$ cat src/logic/fpkc_defs.svh
`ifndef FPKC_DEFS_SVH
`define FPKC_DEFS_SVH

// System clock rate
`define FPKC_CLK_HZ 25000000
// Cycles in one millisecond
`define FPKC_MS_CYCLES (`FPKC_CLK_HZ / 1000)

// Timing figures, in their own units
`define FPKC_PWR_HOLD_S 2
`define FPKC_FORCE_OFF_S 10
`define FPKC_PWR_HOLD_MS (`FPKC_PWR_HOLD_S * 1000)
`define FPKC_FORCE_OFF_MS (`FPKC_FORCE_OFF_S * 1000)
`define FPKC_SPLASH_MS 1000
`define FPKC_BLINK_MS 250
`define FPKC_DEBOUNCE_MS 20

// Key vector layout
`define FPKC_NKEYS 11
`define FPKC_K_AXIS 0
`define FPKC_K_RECALL 1
`define FPKC_K_PEAKCLR 2
`define FPKC_K_START 3
`define FPKC_K_PAUSE 4
`define FPKC_K_POWER 5
`define FPKC_K_MENU 6
`define FPKC_K_LIGHT 7
`define FPKC_K_DISPLAY 8
`define FPKC_K_LEFT 9
`define FPKC_K_RIGHT 10

// Register byte offsets
`define FPKC_REG_CTRL 8'h00
`define FPKC_REG_BL_TIME 8'h04
`define FPKC_REG_STATUS 8'h08

// Control fields
`define FPKC_CTRL_BL_AUTO 0
`define FPKC_CTRL_STORE_LO 1
`define FPKC_CTRL_STORE_HI 2
`define FPKC_CTRL_CALIB 3

// Reset values
`define FPKC_CTRL_RST 3'h0
`define FPKC_BL_TIME_RST 16'h2710

`endif

$ cat src/logic/fpkc_pkg.sv
package fpkc_pkg;

   // Gray order along off, boot, splash, on
   typedef enum logic [1:0] {
      FPKC_OFF = 2'h0,
      FPKC_BOOT = 2'h1,
      FPKC_SPLASH = 2'h3,
      FPKC_ON = 2'h2
   } fpkc_pwr_t;

   typedef enum logic [2:0] {
      FPKC_MEAS = 3'h0,
      FPKC_MAXH = 3'h1,
      FPKC_PROC = 3'h3,
      FPKC_TLVL = 3'h2,
      FPKC_MENU = 3'h6,
      FPKC_RECALL = 3'h7,
      FPKC_CALIB = 3'h5
   } fpkc_scr_t;

   typedef enum logic [1:0] {
      FPKC_AX_X = 2'h0,
      FPKC_AX_Y = 2'h1,
      FPKC_AX_Z = 2'h3,
      FPKC_AX_XYZ = 2'h2
   } fpkc_axis_t;

   typedef enum logic [1:0] {
      FPKC_ST_MANUAL = 2'h0,
      FPKC_ST_AUTO = 2'h1,
      FPKC_ST_TIMER = 2'h2
   } fpkc_store_t;

endpackage

$ cat src/logic/fpkc_tick.sv
`timescale 1ns/1ps
`include "fpkc_defs.svh"

module fpkc_tick #(
   parameter logic [14:0] MS_CYC = 15'(`FPKC_MS_CYCLES)
) (
   input wire logic sys_clk,
   input wire logic nrst,
   output logic ms_tick,
   output logic blink
);
   localparam logic [7:0] BLINK_LAST = 8'(`FPKC_BLINK_MS - 1);
   logic [14:0] div_q;
   logic [7:0] bl_q;

   // Millisecond enable and lamp blink phase
   always_ff @(posedge sys_clk) begin
      if (!nrst) begin
         div_q <= 15'h0000;
         bl_q <= 8'h00;
         ms_tick <= 1'b0;
         blink <= 1'b0;
      end else begin
         ms_tick <= (div_q == MS_CYC - 15'h0001);
         div_q <= (div_q == MS_CYC - 15'h0001) ? 15'h0000 : div_q + 15'h0001;
         if (ms_tick) begin
            bl_q <= (bl_q == BLINK_LAST) ? 8'h00 : bl_q + 8'h01;
            if (bl_q == BLINK_LAST) begin
               blink <= ~blink;
            end
         end
      end
   end
endmodule

$ cat src/logic/fpkc_debounce.sv
`timescale 1ns/1ps
`include "fpkc_defs.svh"

module fpkc_debounce (
   input wire logic sys_clk,
   input wire logic nrst,
   input wire logic ms_tick,
   input wire logic [`FPKC_NKEYS-1:0] key_raw,
   output logic [`FPKC_NKEYS-1:0] key_lvl,
   output logic [`FPKC_NKEYS-1:0] key_press
);
   localparam logic [4:0] DB_LAST = 5'(`FPKC_DEBOUNCE_MS - 1);
   logic [`FPKC_NKEYS-1:0] m_q;
   logic [`FPKC_NKEYS-1:0] s_q;
   logic [4:0] cnt_q [`FPKC_NKEYS];

   // Two-stage sync, then a level must hold for the whole window
   always_ff @(posedge sys_clk) begin
      if (!nrst) begin
         m_q <= '0;
         s_q <= '0;
         key_lvl <= '0;
         key_press <= '0;
         for (int i = 0; i < `FPKC_NKEYS; i++) begin
            cnt_q[i] <= 5'h00;
         end
      end else begin
         m_q <= key_raw;
         s_q <= m_q;
         key_press <= '0;
         for (int i = 0; i < `FPKC_NKEYS; i++) begin
            if (ms_tick) begin
               if (s_q[i] == key_lvl[i]) begin
                  cnt_q[i] <= 5'h00;
               end else if (cnt_q[i] == DB_LAST) begin
                  cnt_q[i] <= 5'h00;
                  key_lvl[i] <= s_q[i];
                  key_press[i] <= s_q[i];
               end else begin
                  cnt_q[i] <= cnt_q[i] + 5'h01;
               end
            end
         end
      end
   end
endmodule

$ cat src/logic/fpkc_top.sv
// The implementer's own choices: the register offsets and the Wishbone register port.
`timescale 1ns/1ps
`include "fpkc_defs.svh"
module fpkc_top #(
   parameter logic [14:0] MS_CYC = 15'(`FPKC_MS_CYCLES),
   parameter logic [15:0] PWR_MS = 16'(`FPKC_PWR_HOLD_MS),
   parameter logic [15:0] FORCE_MS = 16'(`FPKC_FORCE_OFF_MS),
   parameter logic [15:0] SPLASH_MS = 16'(`FPKC_SPLASH_MS)
) (
   input wire logic sys_clk,
   input wire logic nrst,
   input wire logic [`FPKC_NKEYS-1:0] key_raw,
   input wire logic supply_present,
   input wire logic supply_trig_sw,
   input wire logic adapter_only,
   input wire logic standby,
   input wire logic boot_done,
   input wire logic auto_close_req,
   input wire logic auto_shutdown_req,
   input wire logic wb_cyc_i,
   input wire logic wb_stb_i,
   input wire logic wb_we_i,
   input wire logic [7:0] wb_adr_i,
   input wire logic [3:0] wb_sel_i,
   input wire logic [31:0] wb_dat_i,
   output logic [31:0] wb_dat_o,
   output logic wb_ack_o,
   output logic power_on_q,
   output logic splash_q,
   output fpkc_pkg::fpkc_scr_t screen_q,
   output fpkc_pkg::fpkc_axis_t axis_q,
   output logic paused_q,
   output logic running_q,
   output logic backlight_q,
   output logic lock_sym_q,
   output logic lock_ind_q,
   output logic peak_clear_q,
   output logic commit_q,
   output logic settings_view_q,
   output logic lamp_red_q,
   output logic lamp_blue_q,
   output logic auto_close_q,
   output logic auto_shutdown_q
);
   import fpkc_pkg::*;

   // Byte-lane merge for register writes
   function automatic logic [31:0] wb_merge(input logic [31:0] old,
                                           input logic [31:0] wd,
                                           input logic [3:0] sel);
      logic [31:0] r;
      r = old;
      for (int b = 0; b < 4; b++) begin
         if (sel[b]) begin
            r[b*8 +: 8] = wd[b*8 +: 8];
         end
      end
      return r;
   endfunction

   function automatic fpkc_axis_t next_axis(input fpkc_axis_t a);
      case (a)
         FPKC_AX_X: next_axis = FPKC_AX_Y;
         FPKC_AX_Y: next_axis = FPKC_AX_Z;
         FPKC_AX_Z: next_axis = FPKC_AX_XYZ;
         default: next_axis = FPKC_AX_X;
      endcase
   endfunction

   function automatic fpkc_scr_t next_view(input fpkc_scr_t s);
      case (s)
         FPKC_MEAS: next_view = FPKC_MAXH;
         FPKC_MAXH: next_view = FPKC_PROC;
         FPKC_PROC: next_view = FPKC_TLVL;
         default: next_view = FPKC_MEAS;
      endcase
   endfunction

   logic ms_tick;
   logic blink;
   logic [`FPKC_NKEYS-1:0] key_lvl;
   logic [`FPKC_NKEYS-1:0] key_press;
   logic [2:0] pin_m_q;
   logic [2:0] pin_s_q;
   logic sup_prev_q;
   fpkc_pwr_t pwr_q;
   fpkc_pwr_t pwr_d;
   fpkc_scr_t scr_d;
   logic locked_q;
   logic [15:0] hold_q;
   logic [15:0] splash_cnt_q;
   logic [15:0] bl_ms_q;
   logic [2:0] ctrl_q;
   logic [15:0] bl_time_q;
   logic calib_go_q;

   fpkc_tick #(
      .MS_CYC(MS_CYC)
   ) u_tick (
      .sys_clk(sys_clk),
      .nrst(nrst),
      .ms_tick(ms_tick),
      .blink(blink)
   );

   fpkc_debounce u_deb (
      .sys_clk(sys_clk),
      .nrst(nrst),
      .ms_tick(ms_tick),
      .key_raw(key_raw),
      .key_lvl(key_lvl),
      .key_press(key_press)
   );

   // Pin synchronisers: supply, mode switch, adapter-only
   always_ff @(posedge sys_clk) begin
      if (!nrst) begin
         pin_m_q <= 3'h0;
         pin_s_q <= 3'h0;
         sup_prev_q <= 1'b0;
      end else begin
         pin_m_q <= {adapter_only, supply_trig_sw, supply_present};
         pin_s_q <= pin_m_q;
         sup_prev_q <= pin_s_q[0];
      end
   end

   wire sup_s = pin_s_q[0];
   wire trig_s = pin_s_q[1];
   wire adp_s = pin_s_q[2];
   wire bl_auto = ctrl_q[`FPKC_CTRL_BL_AUTO];
   wire [1:0] store_mode = ctrl_q[`FPKC_CTRL_STORE_HI:`FPKC_CTRL_STORE_LO];

   // Key event decode; actions only while fully on
   wire on = (pwr_q == FPKC_ON);
   wire is_view = (screen_q == FPKC_MEAS) | (screen_q == FPKC_MAXH) |
                  (screen_q == FPKC_PROC) | (screen_q == FPKC_TLVL);
   wire scr_busy = (screen_q == FPKC_MENU) | (screen_q == FPKC_CALIB);
   wire combo = (key_press[`FPKC_K_LEFT] & key_lvl[`FPKC_K_RIGHT]) |
                (key_press[`FPKC_K_RIGHT] & key_lvl[`FPKC_K_LEFT]);
   wire lock_tog = on & combo & (locked_q | ~scr_busy);
   wire normal = on & ~combo & ~locked_q;
   wire [`FPKC_NKEYS-1:0] not_light = ~(`FPKC_NKEYS'(1) << `FPKC_K_LIGHT);
   wire lk_hit = on & ~combo & locked_q & |(key_press & not_light);
   wire light_tog = on & key_press[`FPKC_K_LIGHT];
   wire pause_ok = (store_mode != FPKC_ST_AUTO) & (store_mode != FPKC_ST_TIMER);
   wire pause_act = normal & key_press[`FPKC_K_PAUSE] & pause_ok;
   wire manual = pause_ok; // Code 3 behaves as manual store

   // Power-key hold timing; each threshold fires once per hold
   wire hold_tick = ms_tick & key_lvl[`FPKC_K_POWER];
   wire hit_norm = hold_tick & (hold_q == PWR_MS - 16'h0001);
   wire hit_force = hold_tick & (hold_q == FORCE_MS - 16'h0001);
   wire sup_rise = sup_s & ~sup_prev_q;
   wire boot_req = (pwr_q == FPKC_OFF) &
                   ((~trig_s & hit_norm) | (trig_s & sup_rise));
   wire off_norm = on & hit_norm & ~locked_q & ~trig_s;
   wire off_force = on & hit_force & locked_q;
   wire splash_end = ms_tick & (splash_cnt_q == SPLASH_MS - 16'h0001);
   wire bl_expire = bl_auto & backlight_q & ms_tick & (bl_ms_q >= bl_time_q);

   always_ff @(posedge sys_clk) begin
      if (!nrst) begin
         hold_q <= 16'h0000;
      end else if (!key_lvl[`FPKC_K_POWER]) begin
         hold_q <= 16'h0000;
      end else if (ms_tick && hold_q != FORCE_MS) begin
         hold_q <= hold_q + 16'h0001;
      end
   end

   // Power sequence: off, boot blink, splash, on
   always_comb begin
      pwr_d = pwr_q;
      case (pwr_q)
         FPKC_OFF: begin
            if (boot_req) begin
               pwr_d = FPKC_BOOT;
            end
         end
         FPKC_BOOT: begin
            if (boot_done) begin
               pwr_d = FPKC_SPLASH;
            end
         end
         FPKC_SPLASH: begin
            if (splash_end) begin
               pwr_d = FPKC_ON;
            end
         end
         FPKC_ON: begin
            if (off_norm || off_force) begin
               pwr_d = FPKC_OFF;
            end
         end
         default: pwr_d = FPKC_OFF;
      endcase
   end

   always_ff @(posedge sys_clk) begin
      if (!nrst) begin
         pwr_q <= FPKC_OFF;
         splash_cnt_q <= 16'h0000;
      end else begin
         pwr_q <= pwr_d;
         if (pwr_q != FPKC_SPLASH) begin
            splash_cnt_q <= 16'h0000;
         end else if (ms_tick) begin
            splash_cnt_q <= splash_cnt_q + 16'h0001;
         end
      end
   end

   // Screen selection; anything but on returns to measurement
   always_comb begin
      scr_d = screen_q;
      if (!on) begin
         scr_d = FPKC_MEAS;
      end else if (normal) begin
         if (is_view && key_press[`FPKC_K_DISPLAY]) begin
            scr_d = next_view(screen_q);
         end else if (screen_q == FPKC_MEAS && key_press[`FPKC_K_MENU]) begin
            scr_d = FPKC_MENU;
         end else if (screen_q == FPKC_MEAS && key_press[`FPKC_K_RECALL]) begin
            scr_d = FPKC_RECALL;
         end else if (screen_q == FPKC_MEAS && calib_go_q) begin
            scr_d = FPKC_CALIB;
         end else if (!is_view && key_press[`FPKC_K_START]) begin
            scr_d = FPKC_MEAS;
         end
      end
   end

   // Operator state; cleared whenever the unit is not on
   always_ff @(posedge sys_clk) begin
      if (!nrst || !on) begin
         screen_q <= FPKC_MEAS;
         axis_q <= FPKC_AX_X;
         locked_q <= 1'b0;
         paused_q <= 1'b0;
         running_q <= 1'b0;
         backlight_q <= 1'b0;
      end else begin
         screen_q <= scr_d;
         if (lock_tog) begin
            locked_q <= ~locked_q;
         end
         if (normal && key_press[`FPKC_K_AXIS]) begin
            axis_q <= next_axis(axis_q);
         end
         if (pause_act) begin
            paused_q <= ~paused_q;
         end
         if (normal && is_view && key_press[`FPKC_K_START]) begin
            running_q <= ~running_q;
         end
         if (light_tog) begin
            backlight_q <= ~backlight_q;
         end else if (bl_expire) begin
            backlight_q <= 1'b0;
         end
      end
   end

   // Backlight on-time, restarted at each switch-on
   always_ff @(posedge sys_clk) begin
      if (!nrst || !backlight_q) begin
         bl_ms_q <= 16'h0000;
      end else if (ms_tick && bl_ms_q != 16'hFFFF) begin
         bl_ms_q <= bl_ms_q + 16'h0001;
      end
   end

   // Pulses, lamps and gated supply requests
   always_ff @(posedge sys_clk) begin
      if (!nrst) begin
         power_on_q <= 1'b0;
         splash_q <= 1'b0;
         lock_sym_q <= 1'b0;
         lock_ind_q <= 1'b0;
         peak_clear_q <= 1'b0;
         commit_q <= 1'b0;
         settings_view_q <= 1'b0;
         lamp_red_q <= 1'b0;
         lamp_blue_q <= 1'b0;
         auto_close_q <= 1'b0;
         auto_shutdown_q <= 1'b0;
      end else begin
         power_on_q <= (pwr_q != FPKC_OFF);
         splash_q <= (pwr_q == FPKC_SPLASH);
         lock_sym_q <= locked_q;
         lock_ind_q <= lk_hit;
         peak_clear_q <= normal & key_press[`FPKC_K_PEAKCLR];
         commit_q <= normal & key_press[`FPKC_K_MENU] & (screen_q == FPKC_MENU);
         settings_view_q <= light_tog & standby;
         lamp_red_q <= (pwr_q == FPKC_BOOT) & blink;
         lamp_blue_q <= ((pwr_q == FPKC_BOOT) & ~blink) |
                        (on & paused_q & manual & blink);
         auto_close_q <= auto_close_req & ~adp_s;
         auto_shutdown_q <= auto_shutdown_req & ~adp_s;
      end
   end

   // Wishbone slave: ack one cycle after strobe, zero for holes
   wire wb_req = wb_cyc_i & wb_stb_i & ~wb_ack_o;
   wire wb_wr = wb_req & wb_we_i;
   wire hit_ctrl = (wb_adr_i == `FPKC_REG_CTRL);
   wire hit_blt = (wb_adr_i == `FPKC_REG_BL_TIME);
   wire hit_stat = (wb_adr_i == `FPKC_REG_STATUS);
   wire [31:0] ctrl_w = wb_merge({29'h0, ctrl_q}, wb_dat_i, wb_sel_i);
   wire [31:0] blt_w = wb_merge({16'h0, bl_time_q}, wb_dat_i, wb_sel_i);
   wire [31:0] stat_v = {21'h0, backlight_q, locked_q, running_q, paused_q,
                         axis_q, screen_q, pwr_q};
   wire [31:0] rd_mux = hit_ctrl ? {29'h0, ctrl_q} :
                        hit_blt ? {16'h0, bl_time_q} :
                        hit_stat ? stat_v : 32'h0;

   always_ff @(posedge sys_clk) begin
      if (!nrst) begin
         wb_ack_o <= 1'b0;
         wb_dat_o <= 32'h0;
         ctrl_q <= `FPKC_CTRL_RST;
         bl_time_q <= `FPKC_BL_TIME_RST;
         calib_go_q <= 1'b0;
      end else begin
         wb_ack_o <= wb_req;
         calib_go_q <= wb_wr & hit_ctrl & wb_sel_i[0] & wb_dat_i[`FPKC_CTRL_CALIB];
         if (wb_req) begin
            wb_dat_o <= rd_mux;
         end
         if (wb_wr && hit_ctrl) begin
            ctrl_q <= ctrl_w[2:0];
         end
         if (wb_wr && hit_blt) begin
            bl_time_q <= blt_w[15:0];
         end
      end
   end
endmodule

$ cat config.mk
export PLATFORM = sky130hd
export DESIGN_NAME = fpkc_top
export DESIGN_NICKNAME = d
export VERILOG_FILES = /design/src/logic/fpkc_pkg.sv /design/src/logic/fpkc_tick.sv /design/src/logic/fpkc_debounce.sv /design/src/logic/fpkc_top.sv
export VERILOG_INCLUDE_DIRS = /design/src /design/src/logic
export SDC_FILE = /design/constraint.sdc
export NUM_CORES = 1
export LEC_CHECK = 0
export ABC_AREA = 1
export CORE_MARGIN = 2
export CORE_UTILIZATION = 55
export CTS_BUF_LIST = sky130_fd_sc_hd__clkbuf_16
export DETAILED_ROUTE_END_ITERATION = 12
export DONT_BUFFER_PORTS = 1
export PLACE_DENSITY = 0.7
export SETUP_SLACK_MARGIN = 0.15
export SYNTH_ARGS = -nofsm -noshare
export SYNTH_HDL_FRONTEND = slang
export SYNTH_HIERARCHICAL = 1
export SYNTH_SLANG_ARGS = --single-unit
$ cat constraint.sdc
create_clock -name sys_clk -period 2.91 [get_ports sys_clk]
set_input_delay 0.4365 -clock sys_clk [delete_from_list [all_inputs] [get_ports sys_clk]]
set_output_delay 0.4365 -clock sys_clk [all_outputs]
set_load 0.05 [all_outputs]
==> results.toml <==
[layout]
utilization_pct = 61.97
final_area_um2 = 12540
fin_cells = 1746
diodes = 0
area_delta_synth_final_pct = 10.53
num-nets-final = 1560
layout-drive-gt1-share_pct = 8.401

[placement]
gp_routability_congestion = 0.8472
hpwl_um = 16260
port-buffer-count = 0
post_dp_cell_area_um2 = 11540
placed_cells = 1683

[route]
drtIter0Drc = 478
via_count = 8938
vias_per_cell = 5.119
wl_per_cell_um = 13.31
dr.pass1.iters = 5
wl_um = 23230
ant_nets = 0
drc = 0

[synth]
postSynthCellCount = 1429
postSynth.asyncResetShare_pct = 0
synth_area_leaders = "dfxtp_1 (32%), edfxtp_1 (15%), nand2_1 (8.9%), inv_1 (6.6%), nor2_1 (6.3%)"
yosysUniqueCellTypes = 48
synth-edff-count = 55
syn_area_per_cell_um2 = 7.939
yosysWarnings = 6
synth-main-ff-cell = "dfxtp_1"
yosys.area.top_type = "dfxtp_1"
synth_most_common_cell = "nand2_1"
synth_top_area_share_pct = 32.29
syn_area_um2 = 11340
synth_seq_area_share_pct = 46.85
ys_ff_latch = 238
netlist_top_cells_count = "nand2_1 (270), inv_1 (199), nor2_1 (190)"

[clocking]
cts-resized-gates = 0
htree_num_levels = 1
clk_path_buf_depth = 3
postCtsSetupBuffers = 0
clkTransAtPathRegs_ns = 0.06
holdBufCountCts = 17
cts_sinks = 238
cts_made_buffers = 26
clock_latency_ns = 0.53
cts_root_buffer = "clkbuf_16"
cts_tree = "done"

[global_routing]
grt_antenna_before_repair = 0
grt_busiest_layer = "met2"
met1_usage_pct = 28.23
grt_pass1_wl_um = 38630
use_met2_pct = 36.93
grt-ovfl-total = 0
grt_pass1_vias = 8187
grt_max_degree = 65
use_met3_pct = 3.117
grt_use_total_pct = 21.32

[worst_setup_path]
worstSetupPathType = "flop to flop"
worst_setup_path_end_kind = "flop"
arrival_ns = 2.35
cp_top_family = "buffers and inverters"
cp-start-kind = "flop"
path_cells = "nor2_1 > buf_4 > clkinv_1 > a21oi_1 > a31oi_1"
max_stage_delay_ns = 0.52
path_buf_inv = 2
worstPathRequired_ns = 3.32
slowest_stage = "clkinv_1"
worstPathMaxFanout = 17

[floorplanning]
die_x_um = 147.6
rows = 52
die_h_um = 147.6
core-area_um2 = 20230
ios = 119
start_util_pct = 56.07
dieArea_um2 = 21790

[timing]
report.final.slew_viol_count = 0
timing.final.crit_share_pct = 66.80
finalSetupViolations = 0
rsz0062_at_grt = "false"
tightest_slew_ns = 0.7774
finalHoldViolations = 0
relSlewSlack_pct = 48.01
fin_skew_ns = 0.009047
final.setup.tns_ns = 0
fin_crit_ns = 1.944
fmaxAchievable_mhz = 514.5

[status]
status = "finished, final reports clean"

[power]
pwr_density_cell_nw_per_um2 = 565.9
peakVddDrop_mv = 0.4986
leakage_nw = 4.931

[min_path]
hp-class = "input pin to flop"

[flow_run]
maxCapViolations = 0
[worst register-to-register path: cells and delay by family (launching register included)]
kind                   cells  cell delay, ns
AO/OA/AOI/OAI              2            0.46
buffers and inverters      2            0.72
AND/OR/NAND/NOR            1            0.18
flip-flops                 1            0.47
[final cells by class]
cell class | count | area (µm²)
clock buffer | 26 | 650.6
inverter | 211 | 794.5
timing repair buffer | 25 | 242.7
multi-input combinational | 956 | 5020
sequential | 238 | 5315
fill | 1740 | 7695
tap | 270 | 337.8
clock inverter | 20 | 178.9
[placed cells by master, fill, tap and decap left out, types with 8 or more instances in the layout]
cell type      netlist  layout
clkbuf_16            0      26
nor2_2              15      15
nand2_1            270     269
inv_2                8       8
xnor2_1             18      18
conb_1               1      16
xor2_1              34      34
nand2_2             11      12
a21oi_2             11      11
ha_1                35      35
inv_1              199     202
nor3_1              20      20
a21oi_1             77      77
clkinv_1             3       9
edfxtp_1            55      55
dfxtp_1            183     183
nand3_1            104     104
nand4_1             22      22
nor2_1             190     190
o21ai_0             52      52
dlygate4sd3_1        0      17
[power by group]
part / total, mW / switching (mW) / internal (mW)
combinational: 0.343 / 0.234 / 0.109
clock: 3.19 / 1.31 / 1.89
sequential: 3.56 / 0.108 / 3.45
total: 7.10 / 1.65 / 5.45
[registers in the layout (all words and copies together), names as in the netlist, 2 cells and up]
signal,count
u_deb/key_press,11
bl_time_q,16
pwr_q,2
u_deb/m_q,11
hold_q,16
bl_ms_q,16
pin_m_q,3
wb_dat_o,16
u_deb/s_q,11
ctrl_q,3
u_tick/bl_q,8
screen_q,3
axis_q,2
splash_cnt_q,16
u_deb/key_lvl,11
pin_s_q,3
u_deb/cnt_q,55
u_tick/div_q,15
[per-layer routing]
metal / routed length [µm] / up-vias
met2: 11040 / 200
met1: 10600 / 4058
li1: - / 4645
met4: 460 / 0
met3: 1134 / 35
met5: 0 / -
[worst paths after layout]
check / start / endpoint / slack (ns) / depth (start not counted)
hold reg to reg: u_deb/m_q[1] / u_deb/s_q[1] / 0.41 / 2
setup / recovery: wb_ack_o / wb_dat_o[0] / 0.97 / 5
hold / removal: key_raw[4] / u_deb/m_q[4] / 0.03 / 2
setup reg to reg: wb_ack_o / wb_dat_o[0] / 0.97 / 5
[through the flow]
| stage | total power [mW] | hold slack (ns) | setup WS, ns |
|---|---|---|---|
| 6_report | 7.096 | 0.02584 | 0.9662 |
| 5_1_grt | 7.345 | 0.0007278 | 0.8620 |
| 4_1_cts | 7.161 | 0.001631 | 0.9599 |
| 3_5_place_dp | 3.949 | 0.3950 | 0.9570 |
| 3_3_place_gp | 3.944 | 0.3942 | 1.010 |
| 2_1_floorplan | 3.914 | 0.3905 | 0.5230 |
[cells by family after synthesis]
group,share of synthesized area (%)
AOI/OAI and AO/OA,8.768
buffers and inverters,9.419
and+or+nand+nor,27.05
adders and majority gates,3.860
xor gates and xnor gates,4.015
other,0.03306
DFF,46.85
Power figures use the tool's default switching activity.
